==> config.mk <==
export PLATFORM = sky130hd
export DESIGN_NAME = xbs_addr_strobes
export DESIGN_NICKNAME = d
export VERILOG_FILES = /design/src/rtl/xbs_lane_mux.v /design/src/rtl/xbs_addr_strobes.v
export VERILOG_INCLUDE_DIRS = /design/src /design/src/rtl
export SDC_FILE = /design/constraint.sdc
export NUM_CORES = 1
export LEC_CHECK = 0
export BUFFER_PORTS_ARGS = -buffer_cell sky130_fd_sc_hd__buf_2
export CAP_MARGIN = 15
export CORE_MARGIN = 5
export CORE_UTILIZATION = 35
export DETAILED_ROUTE_END_ITERATION = 8
export SYNTH_ARGS = -nofsm -noshare
export SYNTH_HDL_FRONTEND = slang
export SYNTH_SLANG_ARGS = --single-unit
==> constraint.sdc <==
create_clock -name sys_clk -period 2.4 [get_ports sys_clk]
set_input_delay 0.24 -clock sys_clk [delete_from_list [all_inputs] [get_ports sys_clk]]
set_output_delay 0.24 -clock sys_clk [all_outputs]
set_load 0.01 [all_outputs]
==> src/rtl/xbs_consts.vh <==
// Operation
// - The device drives address bits 0 through 15 on the sixteen shared lines during the address phase of every external cycle.
// - In the data phase eight or sixteen data bits move over the shared lines, as the cycle's bus width says.
// - The active-low address-valid strobe is asserted only for external accesses, marking a valid address on the lines.
// - The address-valid strobe stays low while the cycle runs and goes high as soon as the cycle completes.
// - The active-high address-latch strobe is asserted only in external cycles and marks the start of a cycle with a valid address.
// - The address-latch strobe does not go back high until a new external cycle is about to begin.
`ifndef XBS_CONSTS_VH
`define XBS_CONSTS_VH
`define XBS_AW          16
`define XBS_DW          16
`define XBS_CLK_MHZ     20
// least address phase and data phase lengths in ns
`define XBS_ADDR_NS     50
`define XBS_DATA_NS     100
`define XBS_ADDR_CYC    ((`XBS_ADDR_NS * `XBS_CLK_MHZ + 999) / 1000)
`define XBS_DATA_CYC    ((`XBS_DATA_NS * `XBS_CLK_MHZ + 999) / 1000)
`define XBS_ST_IDLE     3'h0
`define XBS_ST_ADDR     3'h1
`define XBS_ST_DATA     3'h2
`define XBS_ST_DONE     3'h3
`define XBS_CNT_W       4
`endif

==> src/rtl/xbs_lane_mux.v <==
`timescale 1ns/10ps
`include "xbs_consts.vh"
module xbs_lane_mux
(
    // selection
    input  wire                  addr_phase,
    input  wire                  wide,
    input  wire                  high_only,
    // values
    input  wire [`XBS_AW-1:0]    addr,
    input  wire [`XBS_DW-1:0]    wdata,
    // result
    output reg  [`XBS_DW-1:0]    lines
);
    always @*
    begin
        if (addr_phase)
            lines = addr;
        else if (wide)
            lines = wdata;
        else if (high_only)
            lines = {8'h00, wdata[15:8]};
        else
            lines = {8'h00, wdata[7:0]};
    end
endmodule // xbs_lane_mux

==> src/rtl/xbs_addr_strobes.v <==
`timescale 1ns/10ps
`include "xbs_consts.vh"
module xbs_addr_strobes
(
    // clock and reset
    input  wire                  sys_clk,
    input  wire                  rst_n,
    // core request
    input  wire                  req_valid,
    input  wire                  req_external,
    input  wire                  req_write,
    input  wire                  req_wide,
    input  wire [`XBS_AW-1:0]    req_addr,
    input  wire [`XBS_DW-1:0]    req_wdata,
    output reg                   req_ready,
    output reg                   rsp_valid,
    output reg  [`XBS_DW-1:0]    rsp_rdata,
    // bus width and wait from the pins
    input  wire                  bus_width_in,
    input  wire                  ready_in,
    // shared lines
    input  wire [`XBS_DW-1:0]    shared_addr_data_lines_in,
    output reg  [`XBS_DW-1:0]    shared_addr_data_lines_out,
    output reg                   shared_addr_data_lines_oe,
    // strobes
    output reg                   addr_valid_n,
    output reg                   addr_latch,
    output reg                   rd_n,
    output reg                   wr_n
);
    // cycle lengths follow the minimum phase times at the core clock rate
    localparam integer          ADDR_CYC_I = `XBS_ADDR_CYC;
    localparam integer          DATA_CYC_I = `XBS_DATA_CYC;
    localparam [`XBS_CNT_W-1:0] ADDR_CYC   = ADDR_CYC_I[`XBS_CNT_W-1:0];
    localparam [`XBS_CNT_W-1:0] DATA_CYC   = DATA_CYC_I[`XBS_CNT_W-1:0];
    localparam [`XBS_CNT_W-1:0] ADDR_LAST  = ADDR_CYC - 4'h1;
    localparam [`XBS_CNT_W-1:0] DATA_LAST  = DATA_CYC - 4'h1;

    // sequencer states
    localparam [2:0] ST_IDLE = `XBS_ST_IDLE;
    localparam [2:0] ST_ADDR = `XBS_ST_ADDR;
    localparam [2:0] ST_DATA = `XBS_ST_DATA;
    localparam [2:0] ST_DONE = `XBS_ST_DONE;

    reg  [2:0]            state_reg;
    reg  [`XBS_CNT_W-1:0] cnt_reg;
    reg                   write_reg;
    reg                   wide_reg;
    reg  [`XBS_AW-1:0]    addr_reg;
    reg  [`XBS_DW-1:0]    wdata_reg;
    wire [`XBS_DW-1:0]    lines_next;
    wire [`XBS_DW-1:0]    rdata_next;
    wire [`XBS_AW-1:0]    mux_addr;
    wire                  mux_wide;
    wire                  take_int;
    wire                  start;
    wire                  to_data;
    wire                  data_wait;
    wire                  data_end;
    wire                  addr_phase_next;

    // an internal access is answered at once and never touches the pins
    assign take_int  = (state_reg == ST_IDLE) && req_valid && !req_external;
    assign start     = (state_reg == ST_IDLE) && req_valid && req_external;
    assign to_data   = (state_reg == ST_ADDR) && (cnt_reg == ADDR_LAST);
    assign data_wait = (state_reg == ST_DATA) && (cnt_reg != DATA_LAST);
    assign data_end  = (state_reg == ST_DATA) && (cnt_reg == DATA_LAST) && ready_in;

    // the lane mux sees the phase about to be driven so the pins stay registered
    assign addr_phase_next = start || ((state_reg == ST_ADDR) && !to_data);
    assign mux_addr        = start ? req_addr : addr_reg;
    // the width pin only counts as the data phase opens, so it is folded in here
    assign mux_wide        = wide_reg & bus_width_in;

    xbs_lane_mux u_mux
    (
        .addr_phase (addr_phase_next),
        .wide       (mux_wide),
        .high_only  (addr_reg[0]),
        .addr       (mux_addr),
        .wdata      (wdata_reg),
        .lines      (lines_next)
    );

    // a byte read on an odd address arrives on the upper lane
    assign rdata_next = wide_reg    ? shared_addr_data_lines_in :
                        addr_reg[0] ? {8'h00, shared_addr_data_lines_in[15:8]} :
                                      {8'h00, shared_addr_data_lines_in[7:0]};

    // sequencer: address phase, data phase with wait, one turnaround cycle
    always @(posedge sys_clk or negedge rst_n)
    begin
        if (!rst_n)
        begin
            state_reg <= ST_IDLE;
            cnt_reg   <= 4'h0;
        end
        else
        begin
            case (state_reg)
                ST_IDLE:
                begin
                    if (start)
                    begin
                        state_reg <= ST_ADDR;
                        cnt_reg   <= 4'h0;
                    end
                end
                ST_ADDR:
                begin
                    if (to_data)
                    begin
                        state_reg <= ST_DATA;
                        cnt_reg   <= 4'h0;
                    end
                    else
                    begin
                        cnt_reg <= cnt_reg + 4'h1;
                    end
                end
                ST_DATA:
                begin
                    if (data_wait)
                    begin
                        cnt_reg <= cnt_reg + 4'h1;
                    end
                    else if (ready_in)
                    begin
                        state_reg <= ST_DONE;
                    end
                end
                ST_DONE:
                begin
                    // one idle cycle so the lines are never driven from both sides
                    state_reg <= ST_IDLE;
                end
                default:
                begin
                    state_reg <= ST_IDLE;
                end
            endcase
        end
    end

    // request fields are held for the whole cycle, except the width, which is ANDed with the pin as the data phase opens
    always @(posedge sys_clk or negedge rst_n)
    begin
        if (!rst_n)
        begin
            write_reg <= 1'b0;
            wide_reg  <= 1'b0;
            addr_reg  <= 16'h0000;
            wdata_reg <= 16'h0000;
        end
        else if (start)
        begin
            write_reg <= req_write;
            wide_reg  <= req_wide;
            addr_reg  <= req_addr;
            wdata_reg <= req_wdata;
        end
        else if (to_data)
        begin
            // a 16-bit cycle needs both the request and the width pin
            wide_reg <= mux_wide;
        end
    end

    // core handshake: both acknowledges are single-cycle pulses
    always @(posedge sys_clk or negedge rst_n)
    begin
        if (!rst_n)
        begin
            req_ready <= 1'b0;
            rsp_valid <= 1'b0;
            rsp_rdata <= 16'h0000;
        end
        else
        begin
            req_ready <= take_int | start;
            rsp_valid <= take_int | data_end;
            if (data_end && !write_reg)
            begin
                rsp_rdata <= rdata_next;
            end
        end
    end

    // shared lines: address first, then write data, or released for a read
    always @(posedge sys_clk or negedge rst_n)
    begin
        if (!rst_n)
        begin
            shared_addr_data_lines_out <= 16'h0000;
            shared_addr_data_lines_oe  <= 1'b0;
        end
        else if (start)
        begin
            shared_addr_data_lines_out <= lines_next;
            shared_addr_data_lines_oe  <= 1'b1;
        end
        else if (to_data)
        begin
            shared_addr_data_lines_out <= lines_next;
            shared_addr_data_lines_oe  <= write_reg;
        end
        else if (data_end)
        begin
            shared_addr_data_lines_oe  <= 1'b0;
        end
    end

    // strobes: valid spans the whole cycle, latch only the address phase
    always @(posedge sys_clk or negedge rst_n)
    begin
        if (!rst_n)
        begin
            addr_valid_n <= 1'b1;
            addr_latch   <= 1'b0;
            rd_n         <= 1'b1;
            wr_n         <= 1'b1;
        end
        else if (start)
        begin
            addr_valid_n <= 1'b0;
            // latch strobe rises only as a new cycle begins
            addr_latch   <= 1'b1;
        end
        else if (to_data)
        begin
            // the far side must hold its latched copy from here on
            addr_latch   <= 1'b0;
            rd_n         <= write_reg;
            wr_n         <= ~write_reg;
        end
        else if (data_end)
        begin
            addr_valid_n <= 1'b1;
            rd_n         <= 1'b1;
            wr_n         <= 1'b1;
        end
    end
endmodule // xbs_addr_strobes

# After elaboration in Yosys (flattened, before gate mapping)

Index checks and enable logic that the tools add are counted.

Bits of input ports: 56
Output and inout bits: 39
Logic and storage cells: 84
Register bits: 80

Bitwise operators: 5
Equality and inequality tests: 10
Add/sub/neg operators: 1
Mux-type cells: 29
Reduce and logical (&&, ||, !) cells: 24

Operators by type and width:

| kind                                                                    | count |
|---|---|
| 16-bit two-way mux                                                      | 6 |
| 8-bit two-way mux                                                       | 2 |
| 1-bit two-way mux                                                       | 12 |
| 3-bit two-way mux                                                       | 4 |
| 4-bit two-way mux                                                       | 3 |
| 2-bit inequality test, second input constant                            | 6 |
| 4-bit case mux with 3 select lines                                      | 1 |
| 1-bit logical AND                                                       | 9 |
| 3-bit case mux with 3 select lines                                      | 1 |
| 2-bit nonzero test                                                      | 3 |
| 3-bit nonzero test                                                      | 2 |
| 4-bit by 1-bit adder with 4-bit output, second input constant           | 1 |
| 4-bit by 1-bit == test with 1-bit output, second input constant         | 1 |
| 4-bit zero test                                                         | 1 |
| 4-bit by 1-bit inequality test with 1-bit output, second input constant | 1 |
| 2-bit AND reduction                                                     | 2 |
| 4-bit AND reduction                                                     | 1 |
| 3-bit by 1-bit == test with 1-bit output, second input constant         | 1 |
| 3-bit by 2-bit == test with 1-bit output, second input constant         | 1 |
| 1-bit zero test                                                         | 3 |
| 3-bit zero test                                                         | 1 |
| 3-bit AND reduction                                                     | 1 |
| 1-bit inverter                                                          | 2 |
| 1-bit bitwise OR                                                        | 2 |
| other kinds (2)                                                         | 2 |

# Depth between registers and ports, before layout

Depth in word-level cells: 8
Mapped depth: 8
Mapped depth without buffers: 7

# Cells and area by module

A second synthesis with hierarchy kept.

Cells, all modules: 370
Area, all modules: 3,767.4 um^2

Modules (own cells, without submodules):

| module           | cells each | seq. area each (um^2) | instances | area each (um^2) |
|---|---|---|---|---|
| xbs_addr_strobes | 320        | 1,980.6               | 1         | 3,378.2 |
| xbs_lane_mux     | 50         | 0.0                   | 1         | 389.1 |

# Worst setup path after synthesis

Ideal clock, no wire load.

Path type: register to register
From: register cnt_reg[0]
To: register state_reg[1]
Arrival time: 1.544 ns
Slack: 0.732 ns
Buffers on the path: 0
Cell stages (with the launch flop): 7
Library setup time: 0.125 ns
Period minus slack after synthesis: 1.668 ns
Data required time: 2.275 ns
Cells stage by stage: dfrtp_1 inv_1 ha_1 nor3b_1 and2b_1 nor3_2 mux2_2

Word-level cells in the longest chain between the ends: 4
Elaborated cells between the ends (all ways): 7
Classes of those cells: 3 x eq/ne; 4 x reduce/logical

RTL lines:

| what                                                                                       | line                                         | source |
|---|---|---|
| start, declared                                                                            | xbs_addr_strobes.v:46                        | `` reg [`XBS_CNT_W-1:0] cnt_reg; `` |
| start signal, assigned                                                                     | xbs_addr_strobes.v:118                       | `cnt_reg <= cnt_reg + 4'h1;` |
| start signal, assigned                                                                     | xbs_addr_strobes.v:125                       | `cnt_reg <= cnt_reg + 4'h1;` |
| 4-bit by 1-bit inequality test with 1-bit output / 4-bit zero test (equally long branches) | xbs_addr_strobes.v:66, xbs_addr_strobes.v:65 |  |
| 1-bit logical AND, on equally long branches                                                | xbs_addr_strobes.v:66, xbs_addr_strobes.v:65 |  |
| 2-bit inequality test (no source line)                                                     | n/a                                          |  |
| 4-bit AND reduction (no source line) (*)                                                   | n/a                                          |  |
| end signal, assigned                                                                       | xbs_addr_strobes.v:95                        | `state_reg <= ST_IDLE;` |
| end signal, assigned                                                                       | xbs_addr_strobes.v:105                       | `state_reg <= ST_ADDR;` |
| end signal, assigned                                                                       | xbs_addr_strobes.v:113                       | `state_reg <= ST_DATA;` |
| end, declared                                                                              | xbs_addr_strobes.v:45                        | `reg [2:0] state_reg;` |

Every way passes the cells marked *; elsewhere a longest branch is shown, timed or not.
A chain may end at the register's enable or synchronous reset.

# Final worst setup path

From: register state_reg[0]
To: register cnt_reg[1]

Word-level cells in the longest chain between the ends: 5
Elaborated cells between the ends (all ways): 13
Classes of those cells: 4 x eq/ne; 2 x mux; 7 x reduce/logical

RTL lines:

| what                                   | line                                          | source |
|---|---|---|
| 3-bit zero test                        | xbs_addr_strobes.v:64, xbs_addr_strobes.v:100 |  |
| 1-bit logical AND (2 in a row)         | xbs_addr_strobes.v:64                         | `assign start = (state_reg == ST_IDLE) && req_valid && req_external;` |
| 2-bit inequality test (no source line) | n/a                                           |  |
| 3-bit AND reduction (no source line)   | n/a                                           |  |

Parallel ways exist; a longest one is shown, timed or not.

==> impl_table.tex <==
\begin{tabular}{lr}
\hline
Metric & Value \\
\hline
\multicolumn{2}{l}{\textbf{Synthesis}} \\
\quad FF+latch count, synth & 64 \\
\quad Combinational family with the most area after synthesis & simple AND/OR/NAND/NOR gates \\
\quad Sequential-to-total area share from yosys stat & 52.1\% \\
\quad Yosys synthesis warning count & 0 \\
\quad Multiplexer share of the synthesized area & 3.29\% \\
\quad Cell count after synthesis & 327 \\
\quad Adder-cell share of the synthesized area & 3.25\% \\
\quad Area fraction in and, or, nand and nor cells after synthesis & 21.4\% \\
\quad Ys async rst share & 100\% \\
\quad Proportion of netlist area held by the largest area contributor & a little under 50\% \\
\quad Count of different cell masters after synthesis & 38 \\
\quad Top cell type by total area after synthesis & dfrtp\_1 \\
\quad Post-synthesis compound-gate area fraction & between 10\% and 20\% \\
\quad Post-Synth XOR/XNOR Area & 0\% \\
\quad Count leader, synth & nand2\_1 \\
\quad Ranking of synthesized cells by instance count & nand2\_1 (100), dfrtp\_1 (61), o21ai\_0 (32) \\
\quad EDFF count, synth & 0 \\
\quad Top cells by area, synth & dfrtp\_1 (50\%), nand2\_1 (12\%), o21ai\_0 (5.2\%) \\
\quad Mean area per synthesized cell & around 9.4 sq um \\
\quad Most frequently used flop master after synthesis & dfrtp\_1 \\
\quad Mapped Area & 0.00308 sq mm \\
\quad Net Count, Synth & 391 \\
\multicolumn{2}{l}{\textbf{Detailed routing}} \\
\quad Via total after detailed routing & 2,518 \\
\quad Initial DRT Pass Iterations & 4 \\
\quad Residual DRC count & 0 \\
\quad Post-detailed-route wirelength per cell & approximately 14 um \\
\quad Post-detailed-route count of antenna-violating nets & 0 \\
\quad Total detailed-routing wirelength & 7.28 mm \\
\quad Vias per cell & between 4 and 5 \\
\quad First-iteration detailed-routing DRC count & a little over 90 \\
\multicolumn{2}{l}{\textbf{Global route}} \\
\quad Global-route wire length before repair & 12.4 mm \\
\quad Maximum number of pins on one net before global-route repair & 48 \\
\quad Via count of the first global-routing pass & 2,567 \\
\quad Initial antenna violation count & 0 \\
\quad Total GRT Usage & 13.8\% \\
\quad GR Overflow Total & 0 \\
\multicolumn{2}{l}{\textbf{STA}} \\
\quad Clock period minus final worst setup slack & 1.94 ns \\
\quad Maximum achievable frequency & 0.515 GHz \\
\quad Setup-failing EPs final & 0 \\
\quad Unrepaired setup endpoints after global routing & false \\
\quad Max-slew headroom & between 50 and 60\% \\
\quad Number of hold violations in the final report & 0 \\
\quad Final-report max-slew violation count & 0 \\
\quad Setup TNS & 0 ns \\
\quad Worst clock skew & 0.0110 ns \\
\quad Slew @ Worst Pin & 0.712 ns \\
\quad Final period utilization & between 80\% and 90\% \\
\multicolumn{2}{l}{\textbf{Power and ir drop}} \\
\quad Ratio of total power to cell area & 1180 mW/mm\^{}2 \\
\quad Maximum resistive drop on vdd & 0.433 mV \\
\quad Leakage power summed over all cells & 1.97 nW \\
\multicolumn{2}{l}{\textbf{Floorplan}} \\
\quad Chip Width & 104 um \\
\quad Starting density of the core & about 36\% \\
\quad Area of the die & 0.0108 sq mm \\
\quad Core outline area & about 0.0086 sq mm \\
\quad I/O pin cnt & 95 \\
\quad DIE HEIGHT & 104 um \\
\quad Cell row count & 34 \\
\multicolumn{2}{l}{\textbf{Worst setup path}} \\
\quad Worst setup path end & cnt\_reg[1]\$\_DFFE\_PN0P\_ \\
\quad Startpoint of the worst-slack reg-to-reg timing path & state\_reg[0]\$\_DFFE\_PN0P\_ \\
\quad Endpoint of the most critical register-to-register path & cnt\_reg[1]\$\_DFFE\_PN0P\_ \\
\quad Element type at the critical path start & flip-flop \\
\quad Register-to-Register Path Depth & 6 \\
\quad Register-to-Register Setup Slack & roughly 0.46 ns \\
\quad CP max FO & 7 \\
\quad CP Launch Point & state\_reg[0]\$\_DFFE\_PN0P\_ \\
\quad Critical Setup Path Class & reg2reg \\
\quad Critical path data arrival time & 2.18 ns \\
\quad Worst setup EP type & flip-flop \\
\quad Worst EP required & 2.64 ns \\
\multicolumn{2}{l}{\textbf{Placement}} \\
\quad Routability cong. & 0.763 \\
\quad Number of buffers inserted by port buffering & between 90 and 100 \\
\quad Number of placed cells counting well taps & 514 \\
\quad Placed Area & 0.00361 sq mm \\
\quad HPWL after detailed placement & 5.44 mm \\
\multicolumn{2}{l}{\textbf{Cells and area}} \\
\quad Final antenna diode count & 0 \\
\quad Share of cells above drive strength 1 & 32.7\% \\
\quad Post-route cell area & 0.00379 sq mm \\
\quad Final net count & 482 \\
\quad Synth-to-Final Area Change & 23.1\% \\
\quad Final Non-Filler Cells & between 500 and 600 \\
\quad FILL cells & 905 \\
\multicolumn{2}{l}{\textbf{Clock tree}} \\
\quad Number of levels in the clock H-tree & 3 \\
\quad \# resized after CTS & 0 \\
\quad TritonCTS clock tree & yes \\
\quad CTS buffer count & 9 \\
\quad Clock latency reported for the late side of the worst-skew pair & roughly 0.33 ns \\
\quad Buffer type at the clock tree root & clkbuf\_8 \\
\quad Number of clock sinks & 64 \\
\quad Max Buffers Root-to-Sink & 2 \\
\quad Number of setup buffers added after CTS & 0 \\
\quad Clock-pin slew on the worst setup and hold paths & 0.07 ns \\
\multicolumn{2}{l}{\textbf{Worst hold path}} \\
\quad Class of the worst hold path & in2reg \\
\multicolumn{2}{l}{\textbf{Outcome}} \\
\quad Outcome & complete, no violations \\
\multicolumn{2}{l}{\textbf{Run}} \\
\quad Max-cap violations & 0 \\
\hline
\end{tabular}
power breakdown:
group | internal [mW] | switching, mW | total (mW)
sequential | 1.57 | 0.308 | 1.88
combinational | 0.767 | 1.04 | 1.81
clock | 0.395 | 0.406 | 0.801
repair_timing:
action                     4_1_cts  5_1_grt
hold buffers                     1        0
setup endpoints to repair        0        0
hold endpoints to repair        29        0
per-layer routing:
metal | vias up | part of all wire [%] | routed length [um] | track usage, %
li1 | 1284 | - | - | -
met1 | 1153 | 45 | 3250 | 17.7
met2 | 77 | 47 | 3440 | 22.4
met3 | 4 | 7.6 | 550 | 4.91
met4 | 0 | 0.48 | 35 | 3.33
met5 | - | 0 | 0 | 0
critical path, cell delays in order, from the launching register on:
cell and delay [ns]:
dfrtp_1 0.41, inv_1 0.10, ha_1 0.30, and4bb_2 0.26, nor3_1 0.51, nand3_1 0.15, o21ai_0 0.12
how the worst min path moves through the flow:
stage,start,end,cells after the start
after CTS,req_wdata[0],wdata_reg[0]$_DFFE_PN0N_,3
after floorplan,rst_n,addr_latch$_DFFE_PN0P_,0
after global placement,rst_n,shared_addr_data_lines_out[1]$_DFFE_PN0P_,1
after detailed placement,rst_n,shared_addr_data_lines_out[1]$_DFFE_PN0P_,1
final,req_wdata[0],wdata_reg[0]$_DFFE_PN0N_,3
after global routing,req_wdata[1],wdata_reg[1]$_DFFE_PN0N_,3
stage by stage:
step           worst slack (ns)  total power [mW]  utilization (%)  hold slack, ns
2_1_floorplan             0.732              3.08                -         -0.0556
3_3_place_gp              0.588              3.68             41.8           0.341
3_5_place_dp              0.493              3.75             41.8           0.336
4_1_cts                   0.471              4.56             43.9          0.0758
5_1_grt                   0.264              4.89             43.9          0.0861
6_report                  0.459              4.49             43.9          0.0950
logic make-up (layout without fill, tap and decap cells):
group,Yosys count,count (layout)
AND/OR/NAND/NOR,144,144
AO/OA/AOI/OAI,74,74
flip-flops,64,64
buffers and inverters,27,122
multiplexers,10,10
adder cells (fa/ha/maj),8,8
layout make-up:
cell class                      instances  area [sq um]  area share [%]
Clock buffer                           10           138            3.63
Multi-Input combinational cell        236          1320            34.9
Timing Repair Buffer                  101           538            14.2
Sequential cell                        64          1610            42.3
Tap cell                              108           135            3.56
Inverter                                6          22.5           0.593
Clock inverter                          5          33.8           0.890
layout by cell type, fill, tap and decap left out, drive strengths merged, types with 6 or more instances in the layout:
cell type  synthesis  routed
a211oi             8       8
a21oi             10      10
and3               9       9
buf               14     100
clkbuf             7      10
dfrtp             61      61
ha                 8       8
inv                6       6
mux2i              9       9
nand2            100     100
nand3              8       8
nor2b              6       6
o21ai             48      48
Power figures use the tool's default switching activity.
